===== src/include/dca_pkg.sv =====
// constants, pin bundle and enumerations of the command/address interface
package dca_pkg;

    // array organisation
    localparam int BANK_W     = 3;
    localparam int ROW_W      = 13;
    localparam int COL_W      = 10;
    localparam int DQ_W       = 16;
    localparam int BANKS      = 8;
    localparam int FIFO_DEPTH = 4;
    localparam int LAT_W      = 6;
    localparam int CL_W       = 5;

    // command codes {cs_n, ras_n, cas_n, we_n}
    localparam logic [3:0] CMD_MRS = 4'h0;
    localparam logic [3:0] CMD_REF = 4'h1;
    localparam logic [3:0] CMD_PRE = 4'h2;
    localparam logic [3:0] CMD_ACT = 4'h3;
    localparam logic [3:0] CMD_WR  = 4'h4;
    localparam logic [3:0] CMD_RD  = 4'h5;

    // address bits with extra meaning
    localparam int AP_BIT = 10;
    localparam int BC_BIT = 12;

    // mode register selection by bank address and op-code fields
    localparam logic [BANK_W-1:0] MR0_SEL = 3'h0;
    localparam logic [BANK_W-1:0] MR1_SEL = 3'h1;
    localparam int BL_LSB    = 0;
    localparam int BT_BIT    = 3;
    localparam int CL_LSB    = 4;
    localparam int CL_HI_BIT = 2;
    localparam int AL_LSB    = 3;

    // burst length codes
    localparam logic [1:0] BL_FIXED8 = 2'h0;
    localparam logic [1:0] BL_OTF    = 2'h1;
    localparam logic [1:0] BL_FIXED4 = 2'h2;

    // posted command delay codes
    localparam logic [1:0] AL_ZERO = 2'h0;
    localparam logic [1:0] AL_CLM1 = 2'h1;
    localparam logic [1:0] AL_CLM2 = 2'h2;

    // read latency arithmetic and reset value
    localparam logic [CL_W-1:0] CL_BASE    = 5'h4;
    localparam logic [CL_W-1:0] CL_HI_STEP = 5'h8;
    localparam logic [CL_W-1:0] CL_RESET   = 5'h5;
    localparam logic [CL_W-1:0] AL_OFF1    = 5'h1;
    localparam logic [CL_W-1:0] AL_OFF2    = 5'h2;

    // last beat index for chopped and full bursts
    localparam logic [2:0] LAST_BEAT4 = 3'h3;
    localparam logic [2:0] LAST_BEAT8 = 3'h7;

    typedef enum logic [2:0] {
        KIND_ACT,
        KIND_PRE,
        KIND_MRS,
        KIND_REF
    } dca_kind_t;

    typedef enum logic [1:0] {
        PWR_ACTIVE,
        PWR_PDOWN,
        PWR_SREF,
        PWR_SUSPEND
    } dca_pwr_t;

    // one sample of every link-side input pin
    typedef struct packed {
        logic              ck;
        logic              ck_n;
        logic              cke;
        logic              cs_n;
        logic              ras_n;
        logic              cas_n;
        logic              we_n;
        logic [BANK_W-1:0] ba;
        logic [ROW_W-1:0]  addr;
    } dca_pins_t;

endpackage

===== src/hdl/dca_fifo.sv =====
// small first-in first-out buffer with valid/ready on both sides
`timescale 1ns/1ns
module dca_fifo #(
    parameter int WIDTH = 16,
    parameter int DEPTH = 4
) (
    input  wire logic             i_core_clk,
    input  wire logic             i_srst,
    input  wire logic [WIDTH-1:0] i_in_data,
    input  wire logic             i_in_valid,
    output logic                  o_in_ready,
    output logic      [WIDTH-1:0] o_out_data,
    output logic                  o_out_valid,
    input  wire logic             i_out_ready
);
    localparam int AW = (DEPTH > 1) ? $clog2(DEPTH) : 1;
    localparam int CW = $clog2(DEPTH + 1);

    typedef struct packed {
        logic [DEPTH-1:0][WIDTH-1:0] mem;
        logic [AW-1:0]               wp;
        logic [AW-1:0]               rp;
        logic [CW-1:0]               cnt;
    } dca_fifo_state_t;

    dca_fifo_state_t s_reg;
    dca_fifo_state_t s_next;
    logic            push;
    logic            pop;

    // flags straight from the occupancy count
    assign o_in_ready  = (s_reg.cnt != CW'(DEPTH));
    assign o_out_valid = (s_reg.cnt != '0);
    assign o_out_data  = s_reg.mem[s_reg.rp];
    assign push        = i_in_valid & o_in_ready;
    assign pop         = o_out_valid & i_out_ready;

    // pointers wrap explicitly so any depth works, not only powers of two
    always_comb begin
        s_next = s_reg;
        if (push) begin
            s_next.mem[s_reg.wp] = i_in_data;
            s_next.wp = (s_reg.wp == AW'(DEPTH - 1)) ? '0 : s_reg.wp + AW'(1);
        end
        if (pop) begin
            s_next.rp = (s_reg.rp == AW'(DEPTH - 1)) ? '0 : s_reg.rp + AW'(1);
        end
        if (push && !pop) begin
            s_next.cnt = s_reg.cnt + CW'(1);
        end else if (pop && !push) begin
            s_next.cnt = s_reg.cnt - CW'(1);
        end
    end

    // state register
    always_ff @(posedge i_core_clk) begin
        if (i_srst) begin
            s_reg <= '0;
        end else begin
            s_reg <= s_next;
        end
    end

endmodule


===== src/hdl/dca_top.sv =====
// command, clock-enable and address interface of a double-data-rate memory device
`timescale 1ns/1ns

// Overview of operation
// - every pin is captured at the rising clock crossing
// - read data leaves on both clock crossings
// - clock enable low freezes output and burst from next cycle
// - clock enable low with banks idle enters power-down or self refresh
// - bank inputs pick the bank of each bank command
// - activate takes all address inputs as the row
// - read or write takes ten low address bits as column
// - mode register set loads the address as op-code
// - mode register picks burst length four or eight
// - burst columns run sequential or interleaved
// - posted delay zero, latency less one or two, defers column commands
// - eight independent banks of sixteen-bit words
// - auto-close bit closes bank after access; on precharge, all banks
// - in on-the-fly mode, burst-shorten bit low chops the burst, high keeps it; fixed modes ignore it
// - chip select high masks every command
// - select and strobes decode activate, precharge, read, write
module dca_top
    import dca_pkg::*;
(
    input  wire logic              i_core_clk,
    input  wire logic              i_srst,
    input  wire logic              i_ck,
    input  wire logic              i_ck_n,
    input  wire logic              i_cke,
    input  wire logic              i_cs_n,
    input  wire logic              i_ras_n,
    input  wire logic              i_cas_n,
    input  wire logic              i_we_n,
    input  wire logic [BANK_W-1:0] i_ba,
    input  wire logic [ROW_W-1:0]  i_addr,
    input  wire logic [DQ_W-1:0]   i_rd_word,
    input  wire logic              i_rd_valid,
    output logic                   o_rd_ready,
    output logic                   o_cmd_valid,
    output dca_kind_t              o_cmd_kind,
    output logic      [BANK_W-1:0] o_cmd_bank,
    output logic      [ROW_W-1:0]  o_cmd_row,
    output logic                   o_cmd_all_banks,
    output logic                   o_col_valid,
    output logic                   o_col_write,
    output logic      [BANK_W-1:0] o_col_bank,
    output logic      [ROW_W-1:0]  o_col_row,
    output logic      [COL_W-1:0]  o_col_col,
    output logic                   o_col_auto_close_flag,
    output logic                   o_col_burst_shorten_select,
    output logic      [BANKS-1:0]  o_bank_open,
    output dca_pwr_t               o_power_state,
    output logic                   o_clk_suspended,
    output logic                   o_burst_len8,
    output logic                   o_burst_interleave,
    output logic      [CL_W-1:0]   o_read_latency_setting,
    output logic      [CL_W-1:0]   o_posted_command_delay,
    output logic      [DQ_W-1:0]   o_dq,
    output logic                   o_dq_oe,
    output logic      [2:0]        o_beat_col
);

    ////////////////////////////////////////
    // state
    typedef struct packed {
        dca_pins_t                   pin_s1;
        dca_pins_t                   pin_s2;
        logic                        diff_prev;
        dca_pwr_t                    pwr;
        logic [1:0]                  bl_mode;
        logic                        interleave;
        logic [CL_W-1:0]             cl;
        logic [1:0]                  al_sel;
        logic [BANKS-1:0]            open;
        logic [BANKS-1:0][ROW_W-1:0] rows;
        logic                        post_busy;
        logic [CL_W-1:0]             post_cnt;
        logic                        post_write;
        logic [BANK_W-1:0]           post_bank;
        logic [COL_W-1:0]            post_col;
        logic                        post_ap;
        logic                        post_chop;
        logic                        lat_busy;
        logic [LAT_W-1:0]            lat_cnt;
        logic                        rd_chop;
        logic [2:0]                  rd_start;
        logic                        burst_act;
        logic [2:0]                  beat;
        logic [2:0]                  last;
        logic                        cmd_valid;
        dca_kind_t                   cmd_kind;
        logic [BANK_W-1:0]           cmd_bank;
        logic [ROW_W-1:0]            cmd_row;
        logic                        cmd_all;
        logic                        col_valid;
        logic                        col_write;
        logic [BANK_W-1:0]           col_bank;
        logic [ROW_W-1:0]            col_row;
        logic [COL_W-1:0]            col_col;
        logic                        col_ap;
        logic                        col_chop;
        logic [DQ_W-1:0]             dq;
        logic                        dq_oe;
        logic [2:0]                  beat_col;
    } dca_state_t;

    dca_state_t       s_reg;
    dca_state_t       s_next;
    logic [DQ_W-1:0]  fifo_data;
    logic             fifo_valid;
    logic             fifo_pop;

    ////////////////////////////////////////
    // helpers
    // posted delay in clock cycles from the code and the read latency
    function automatic logic [CL_W-1:0] al_cycles(input logic [1:0] sel, input logic [CL_W-1:0] cl);
        case (sel)
            AL_CLM1: al_cycles = cl - AL_OFF1;
            AL_CLM2: al_cycles = cl - AL_OFF2;
            default: al_cycles = '0;
        endcase
    endfunction

    // chop decision: the address bit only counts in on-the-fly mode
    function automatic logic chop_of(input logic [1:0] mode, input logic a12);
        chop_of = (mode == BL_OTF) ? ~a12 : (mode == BL_FIXED4);
    endfunction

    // column order inside a burst; sequential wraps within each group of four
    function automatic logic [2:0] order_col(input logic [2:0] start, input logic [2:0] beat,
                                             input logic inter);
        order_col = inter ? (start ^ beat) : {start[2] ^ beat[2], 2'(start[1:0] + beat[1:0])};
    endfunction

    ////////////////////////////////////////
    // read data buffer between the array and the pins
    dca_fifo #(
        .WIDTH (DQ_W),
        .DEPTH (FIFO_DEPTH)
    ) u_rd_fifo (
        .i_core_clk  (i_core_clk),
        .i_srst      (i_srst),
        .i_in_data   (i_rd_word),
        .i_in_valid  (i_rd_valid),
        .o_in_ready  (o_rd_ready),
        .o_out_data  (fifo_data),
        .o_out_valid (fifo_valid),
        .i_out_ready (fifo_pop)
    );

    ////////////////////////////////////////
    // next state
    always_comb begin
        dca_pins_t        p;
        logic             diff;
        logic             rise;
        logic             fall;
        logic             run;
        logic [3:0]       cmd4;
        logic [CL_W-1:0]  al;
        logic             idle;
        p    = s_reg.pin_s2;
        diff = p.ck & ~p.ck_n;
        rise = diff & ~s_reg.diff_prev;
        fall = ~diff & s_reg.diff_prev;
        run  = (s_reg.pwr == PWR_ACTIVE);
        cmd4 = {p.cs_n, p.ras_n, p.cas_n, p.we_n};
        al   = al_cycles(s_reg.al_sel, s_reg.cl);
        idle = (s_reg.open == '0) && !s_reg.post_busy && !s_reg.lat_busy && !s_reg.burst_act;
        s_next           = s_reg;
        s_next.pin_s1    = {i_ck, i_ck_n, i_cke, i_cs_n, i_ras_n, i_cas_n, i_we_n, i_ba, i_addr};
        s_next.pin_s2    = s_reg.pin_s1;
        s_next.diff_prev = diff;
        s_next.cmd_valid = 1'b0;
        s_next.col_valid = 1'b0;
        fifo_pop         = 1'b0;
        if (rise) begin
            // clock enable sampled at the rising crossing; effect starts next cycle
            if (p.cke) begin
                s_next.pwr = PWR_ACTIVE;
            end else if (run && idle) begin
                s_next.pwr = (cmd4 == CMD_REF) ? PWR_SREF : PWR_PDOWN;
            end else if (run) begin
                s_next.pwr = PWR_SUSPEND;
            end
        end
        if (rise && run) begin
            // posted command countdown
            if (s_reg.post_busy && s_reg.post_cnt != '0) begin
                s_next.post_cnt = s_reg.post_cnt - CL_W'(1);
            end
            // read latency countdown opens the burst
            if (s_reg.lat_busy) begin
                if (s_reg.lat_cnt == LAT_W'(1)) begin
                    s_next.lat_busy  = 1'b0;
                    s_next.burst_act = 1'b1;
                    s_next.beat      = '0;
                    s_next.last      = s_reg.rd_chop ? LAST_BEAT4 : LAST_BEAT8;
                end else begin
                    s_next.lat_cnt = s_reg.lat_cnt - LAT_W'(1);
                end
            end
            // command decode; a deselected device matches no code
            if (p.cke || cmd4 != CMD_REF) begin
                case (cmd4)
                    CMD_ACT: begin
                        s_next.open[p.ba] = 1'b1;
                        s_next.rows[p.ba] = p.addr;
                        s_next.cmd_valid  = 1'b1;
                        s_next.cmd_kind   = KIND_ACT;
                    end
                    CMD_PRE: begin
                        if (p.addr[AP_BIT]) begin
                            s_next.open = '0;
                        end else begin
                            s_next.open[p.ba] = 1'b0;
                        end
                        s_next.cmd_valid = 1'b1;
                        s_next.cmd_kind  = KIND_PRE;
                    end
                    CMD_RD, CMD_WR: begin
                        // one posted slot: a later column command replaces a waiting one
                        s_next.post_busy  = 1'b1;
                        s_next.post_cnt   = al;
                        s_next.post_write = (cmd4 == CMD_WR);
                        s_next.post_bank  = p.ba;
                        s_next.post_col   = p.addr[COL_W-1:0];
                        s_next.post_ap    = p.addr[AP_BIT];
                        s_next.post_chop  = chop_of(s_reg.bl_mode, p.addr[BC_BIT]);
                        if (cmd4 == CMD_RD) begin
                            s_next.lat_busy = 1'b1;
                            s_next.lat_cnt  = LAT_W'(al) + LAT_W'(s_reg.cl);
                            s_next.rd_chop  = s_next.post_chop;
                            s_next.rd_start = p.addr[2:0];
                        end
                    end
                    CMD_MRS: begin
                        if (p.ba == MR0_SEL) begin
                            s_next.bl_mode    = p.addr[BL_LSB +: 2];
                            s_next.interleave = p.addr[BT_BIT];
                            s_next.cl         = CL_BASE + CL_W'(p.addr[CL_LSB +: 3])
                                              + (p.addr[CL_HI_BIT] ? CL_HI_STEP : '0);
                        end else if (p.ba == MR1_SEL) begin
                            s_next.al_sel = p.addr[AL_LSB +: 2];
                        end
                        s_next.cmd_valid = 1'b1;
                        s_next.cmd_kind  = KIND_MRS;
                    end
                    CMD_REF: begin
                        s_next.cmd_valid = 1'b1;
                        s_next.cmd_kind  = KIND_REF;
                    end
                    default: ;
                endcase
                if (s_next.cmd_valid) begin
                    s_next.cmd_bank = p.ba;
                    s_next.cmd_row  = p.addr;
                    s_next.cmd_all  = (cmd4 == CMD_REF) || (cmd4 == CMD_PRE && p.addr[AP_BIT]);
                end
            end
            // posted column command reaches the array once its delay is spent
            if (s_next.post_busy && s_next.post_cnt == '0) begin
                s_next.post_busy = 1'b0;
                s_next.col_valid = 1'b1;
                s_next.col_write = s_next.post_write;
                s_next.col_bank  = s_next.post_bank;
                s_next.col_row   = s_reg.rows[s_next.post_bank];
                s_next.col_col   = s_next.post_col;
                s_next.col_ap    = s_next.post_ap;
                s_next.col_chop  = s_next.post_chop;
                if (s_next.post_ap) begin
                    s_next.open[s_next.post_bank] = 1'b0;
                end
            end
        end
        // read beats on every crossing; a dry buffer holds the beat rather than send junk
        if ((rise || fall) && run) begin
            if (s_reg.burst_act) begin
                if (fifo_valid) begin
                    fifo_pop        = 1'b1;
                    s_next.dq       = fifo_data;
                    s_next.dq_oe    = 1'b1;
                    s_next.beat_col = order_col(s_reg.rd_start, s_reg.beat, s_reg.interleave);
                    s_next.beat     = s_reg.beat + 3'h1;
                    if (s_reg.beat == s_reg.last) begin
                        s_next.burst_act = 1'b0;
                    end
                end
            end else begin
                s_next.dq_oe = 1'b0;
            end
        end
    end

    ////////////////////////////////////////
    // state register
    always_ff @(posedge i_core_clk) begin
        if (i_srst) begin
            s_reg    <= '0;
            s_reg.cl <= CL_RESET;
        end else begin
            s_reg <= s_next;
        end
    end

    ////////////////////////////////////////
    // outputs
    assign o_cmd_valid                = s_reg.cmd_valid;
    assign o_cmd_kind                 = s_reg.cmd_kind;
    assign o_cmd_bank                 = s_reg.cmd_bank;
    assign o_cmd_row                  = s_reg.cmd_row;
    assign o_cmd_all_banks            = s_reg.cmd_all;
    assign o_col_valid                = s_reg.col_valid;
    assign o_col_write                = s_reg.col_write;
    assign o_col_bank                 = s_reg.col_bank;
    assign o_col_row                  = s_reg.col_row;
    assign o_col_col                  = s_reg.col_col;
    assign o_col_auto_close_flag      = s_reg.col_ap;
    assign o_col_burst_shorten_select = s_reg.col_chop;
    assign o_bank_open                = s_reg.open;
    assign o_power_state              = s_reg.pwr;
    assign o_clk_suspended            = (s_reg.pwr == PWR_SUSPEND);
    assign o_burst_len8               = (s_reg.bl_mode != BL_FIXED4);
    assign o_burst_interleave         = s_reg.interleave;
    assign o_read_latency_setting     = s_reg.cl;
    assign o_posted_command_delay     = al_cycles(s_reg.al_sel, s_reg.cl);
    assign o_dq                       = s_reg.dq;
    assign o_dq_oe                    = s_reg.dq_oe;
    assign o_beat_col                 = s_reg.beat_col;

endmodule


===== config.mk =====
export PLATFORM = sky130hd
export DESIGN_NAME = dca_top
export DESIGN_NICKNAME = d
export VERILOG_FILES = /design/src/include/dca_pkg.sv /design/src/hdl/dca_fifo.sv /design/src/hdl/dca_top.sv
export SDC_FILE = /design/constraint.sdc
export NUM_CORES = 1
export LEC_CHECK = 0
export BUFFER_PORTS_ARGS = -buffer_cell sky130_fd_sc_hd__buf_2
export CORE_UTILIZATION = 51
export DETAILED_ROUTE_END_ITERATION = 10
export PLACE_DENSITY = 0.73
export SLEW_MARGIN = 10
export SYNTH_ARGS = -nofsm -noshare
export SYNTH_HDL_FRONTEND = slang
export SYNTH_SLANG_ARGS = --single-unit

===== constraint.sdc =====
create_clock -name i_core_clk -period 2.85 [get_ports i_core_clk]
set_input_delay 0.4275 -clock i_core_clk [delete_from_list [all_inputs] [get_ports i_core_clk]]
set_output_delay 0.4275 -clock i_core_clk [all_outputs]
set_load 0.01 [all_outputs]

==> results by group <==
Clocking
  – Hold Buf Count CTS: 0
  – Cts bufs inserted: 38
  – H-tree levels: 2
  – Root Driver: clkbuf_16
  – Register clock-pin slew on the reported worst setup and hold paths: 60 ps
  – CTS max path bufs: 3
  – TritonCTS clock tree: done
  – Worst-Skew Late Latency: 530 ps
  – Clock Sinks: 351

Yosys
  – Main synth FF type: dfxtp_1
  – Yosys top cell area share: 45.6%
  – Post-Syn Area: 15,400 sq um
  – Yosys top cell by area: dfxtp_1
  – Post-synthesis register bit count: 351
  – Count leader, synth: dfxtp_1
  – Synthesis Warnings: 0
  – FFs w/ async S/R, synth: 0%
  – Seq/Total Area, Yosys: 45.6%
  – Syn Nets: 1,939
  – Synth cell types: 69
  – Synth top cells by count: dfxtp_1 (351), nand2_1 (288), a21oi_1 (284), nor2_1 (245), clkbuf_1 (117)
  – Post-synth EDFFs: 0
  – Cells after Synth: 1,872
  – Avg Cell Area, Syn: 8.22 sq um
  – Top cells by area, synth: dfxtp_1 (46%), a21oi_1 (9.2%), nand2_1 (7.0%), nor2_1 (6.0%), mux2i_1 (4.0%)

Final layout
  – Final #Nets: 1,967
  – Layout Utilization: 58.8%
  – Area Overhead vs Synth: 13.2%
  – Layout cells sized above 1: 15.5%
  – Final instance area: 17,400 sq um
  – Max reg flops: 171

STA
  – Final Hold Vio Count: 0
  – Final setup margin: 133 ps
  – Final slew viol count: 0
  – Slew @ Worst Pin: 799 ps
  – Fmax: 368 MHz
  – Worst slew margin: 46.6%
  – Clk_skew: 21.1 ps
  – Final Cycle Share: 95.3%
  – # setup viols final: 0
  – Final min period: 2720 ps

GRT
  – First-pass GRT wire length: 64.8 mm
  – Congestion Overflow GR: 0
  – Initial antenna violation count: 1
  – Largest net degree at the start of global routing: 92
  – Vias in the first global route: 12,200
  – GRT Overall Usage: 26.3%

Hold path
  – Hold crit path type: in2reg
  – WHS Endpoint: s_next[258]
  – WHS Path Cells: 2
  – Hold Startpoint: i_ck

Worst setup path
  – R2R depth: 9
  – Worst flop-to-flop path startpoint: s_reg[106]
  – R2R Setup Slk: 130 ps
  – Worst setup path startpoint: s_reg[106]
  – Worst EP arrival: 3100 ps
  – Worst-path cell chain: inv_1 > ha_2 > or3b_1 > a311o_1 > nand4bb_4 > a222oi_1 > buf_4 > buf_2 > a41oi_1
  – Crit. End Element: register
  – CP max FO: 16
  – CP max stage cell: or3b_1
  – R2R Path End: o_bank_open[0]
  – Crit Path Class: reg2reg
  – Largest stage delay on the critical path: 350 ps
  – Worst Setup Start Kind: register
  – Req. time, crit path: 3230 ps

Run
  – MaxCap Viol Count: 0

Power
  – Clock Power Share: 47.7%
  – Pwr Density: 635 nW/um^2
  – Worst vdd ir: 0.462 mV
  – Gate power share: 6.2%
  – Switching Fraction: 22.9%
  – Internal Power: 8.53 mW
  – Lkg Pwr: 6.85 nW
  – Psw: 2.53 mW
  – Sequential share of power: 46.1%

Drt
  – Starting DRT DRC Count: 1,232
  – # DRC: 0
  – Final WL: 41.2 mm
  – Detailed-route via count: 13,200
  – Post-route ant nets: 0
  – WL per Instance: 17.8 um
  – 1st-pass router iterations: 6
  – Vias per cell: 5.69

Run status
  – Status: finished, final reports clean

Placed design
  – Placed cell area: 16,000 sq um
  – Post-DP HPWL: 26.6 mm
  – Placement Setup Slack: -20.2 ps
  – Final RePlAce weighted congestion: 0.878
  – Buffers on Ports: 135

Die
  – Top-level port count: 137
  – Die area: 30,900 sq um
  – Initial Util: 51.9%
  – CORE AREA: 29,600 sq um
  – Site row count: 63
  – Die width: 176 um
  – Die Ht: 176 um
-- per-layer routing --
layer | GRT usage, % | routed length, um
met3 | 6.47 | 3580
met2 | 42.5 | 18900
met5 | 0 | 0
met4 | 9.02 | 1160
met1 | 34.1 | 17500
-- worst max path at each step --
stage,end,slack (ps),cells past startpoint
floorplan,u_rd_fifo.s_reg[2],120,13
global placement,o_col_col[0],100,9
detailed placement,o_col_col[2],-20,9
CTS,o_col_col[2],9,10
global route,o_bank_open[0],-20,9
finish,o_bank_open[0],130,9
-- power groups by stage --
stage	clock [mW]	sequential (mW)	combinational (mW)
finish	5.27	5.10	0.690
global route	5.55	5.11	0.754
CTS	5.34	5.09	0.681
detailed placement	0	5.20	0.676
global placement	0	5.20	0.660
floorplan	0	5.16	0.465
-- layout by cell type, fill, tap and decap left out, types with 39 or more instances in the layout --
cell	netlist	layout
a21oi_1	284	284
buf_2	7	135
buf_4	81	61
clkbuf_16	0	39
dfxtp_1	351	351
mux2i_1	61	60
nand2_1	288	288
nand3_1	89	89
nor2_1	245	245
nor2b_1	53	53
-- final cells by class --
class,count,area (sq um)
Timing Repair Buffer,201,1220
Clock inverter,14,250
Sequential cell,351,7030
Tap cell,390,488
Fill cell,2649,12200
Multi-Input combinational cell,1286,7230
Inverter,22,82.6
Clock buffer,55,1120
Antenna cell,2,5.00
-- cell families after synthesis --
logic type                 synth area share, %
adders and majority gates                 2.13
DFF                                       45.6
AOI/OAI and AO/OA                         15.7
buffers and inverters                     7.76
other                                   0.0244
and+or+nand+nor                           21.6
muxes                                     6.53
xor gates and xnor gates                 0.626
-- metrics by stage --
stage / instances / power (mW) / hold slack, ps / setup TNS, ps
after floorplan: 1872 / 5.63 / 414 / 0
after global placement: 2248 / 5.86 / 418 / 0
after detailed placement: 2248 / 5.88 / 423 / -62.6
after CTS: 2319 / 11.1 / 93.0 / 0
after global routing: 2319 / 11.4 / 106 / -46.2
final: 2321 / 11.1 / 106 / 0
-- critical path: cells and delay by family (launching register included) --
family / cells / cell delay, ps
compound gates: 3 / 790
flops: 1 / 330
buf+inv: 3 / 630
simple gates: 2 / 600
fa+ha+maj: 1 / 220
-- repair_timing --
action	in CTS	in global routing
gates resized for setup	2	6
endpoints found under the setup margin	5	21
cloned	1	0
buffers inserted	1	0
pin swaps	1	6
(Power assumes the default switching activity.)
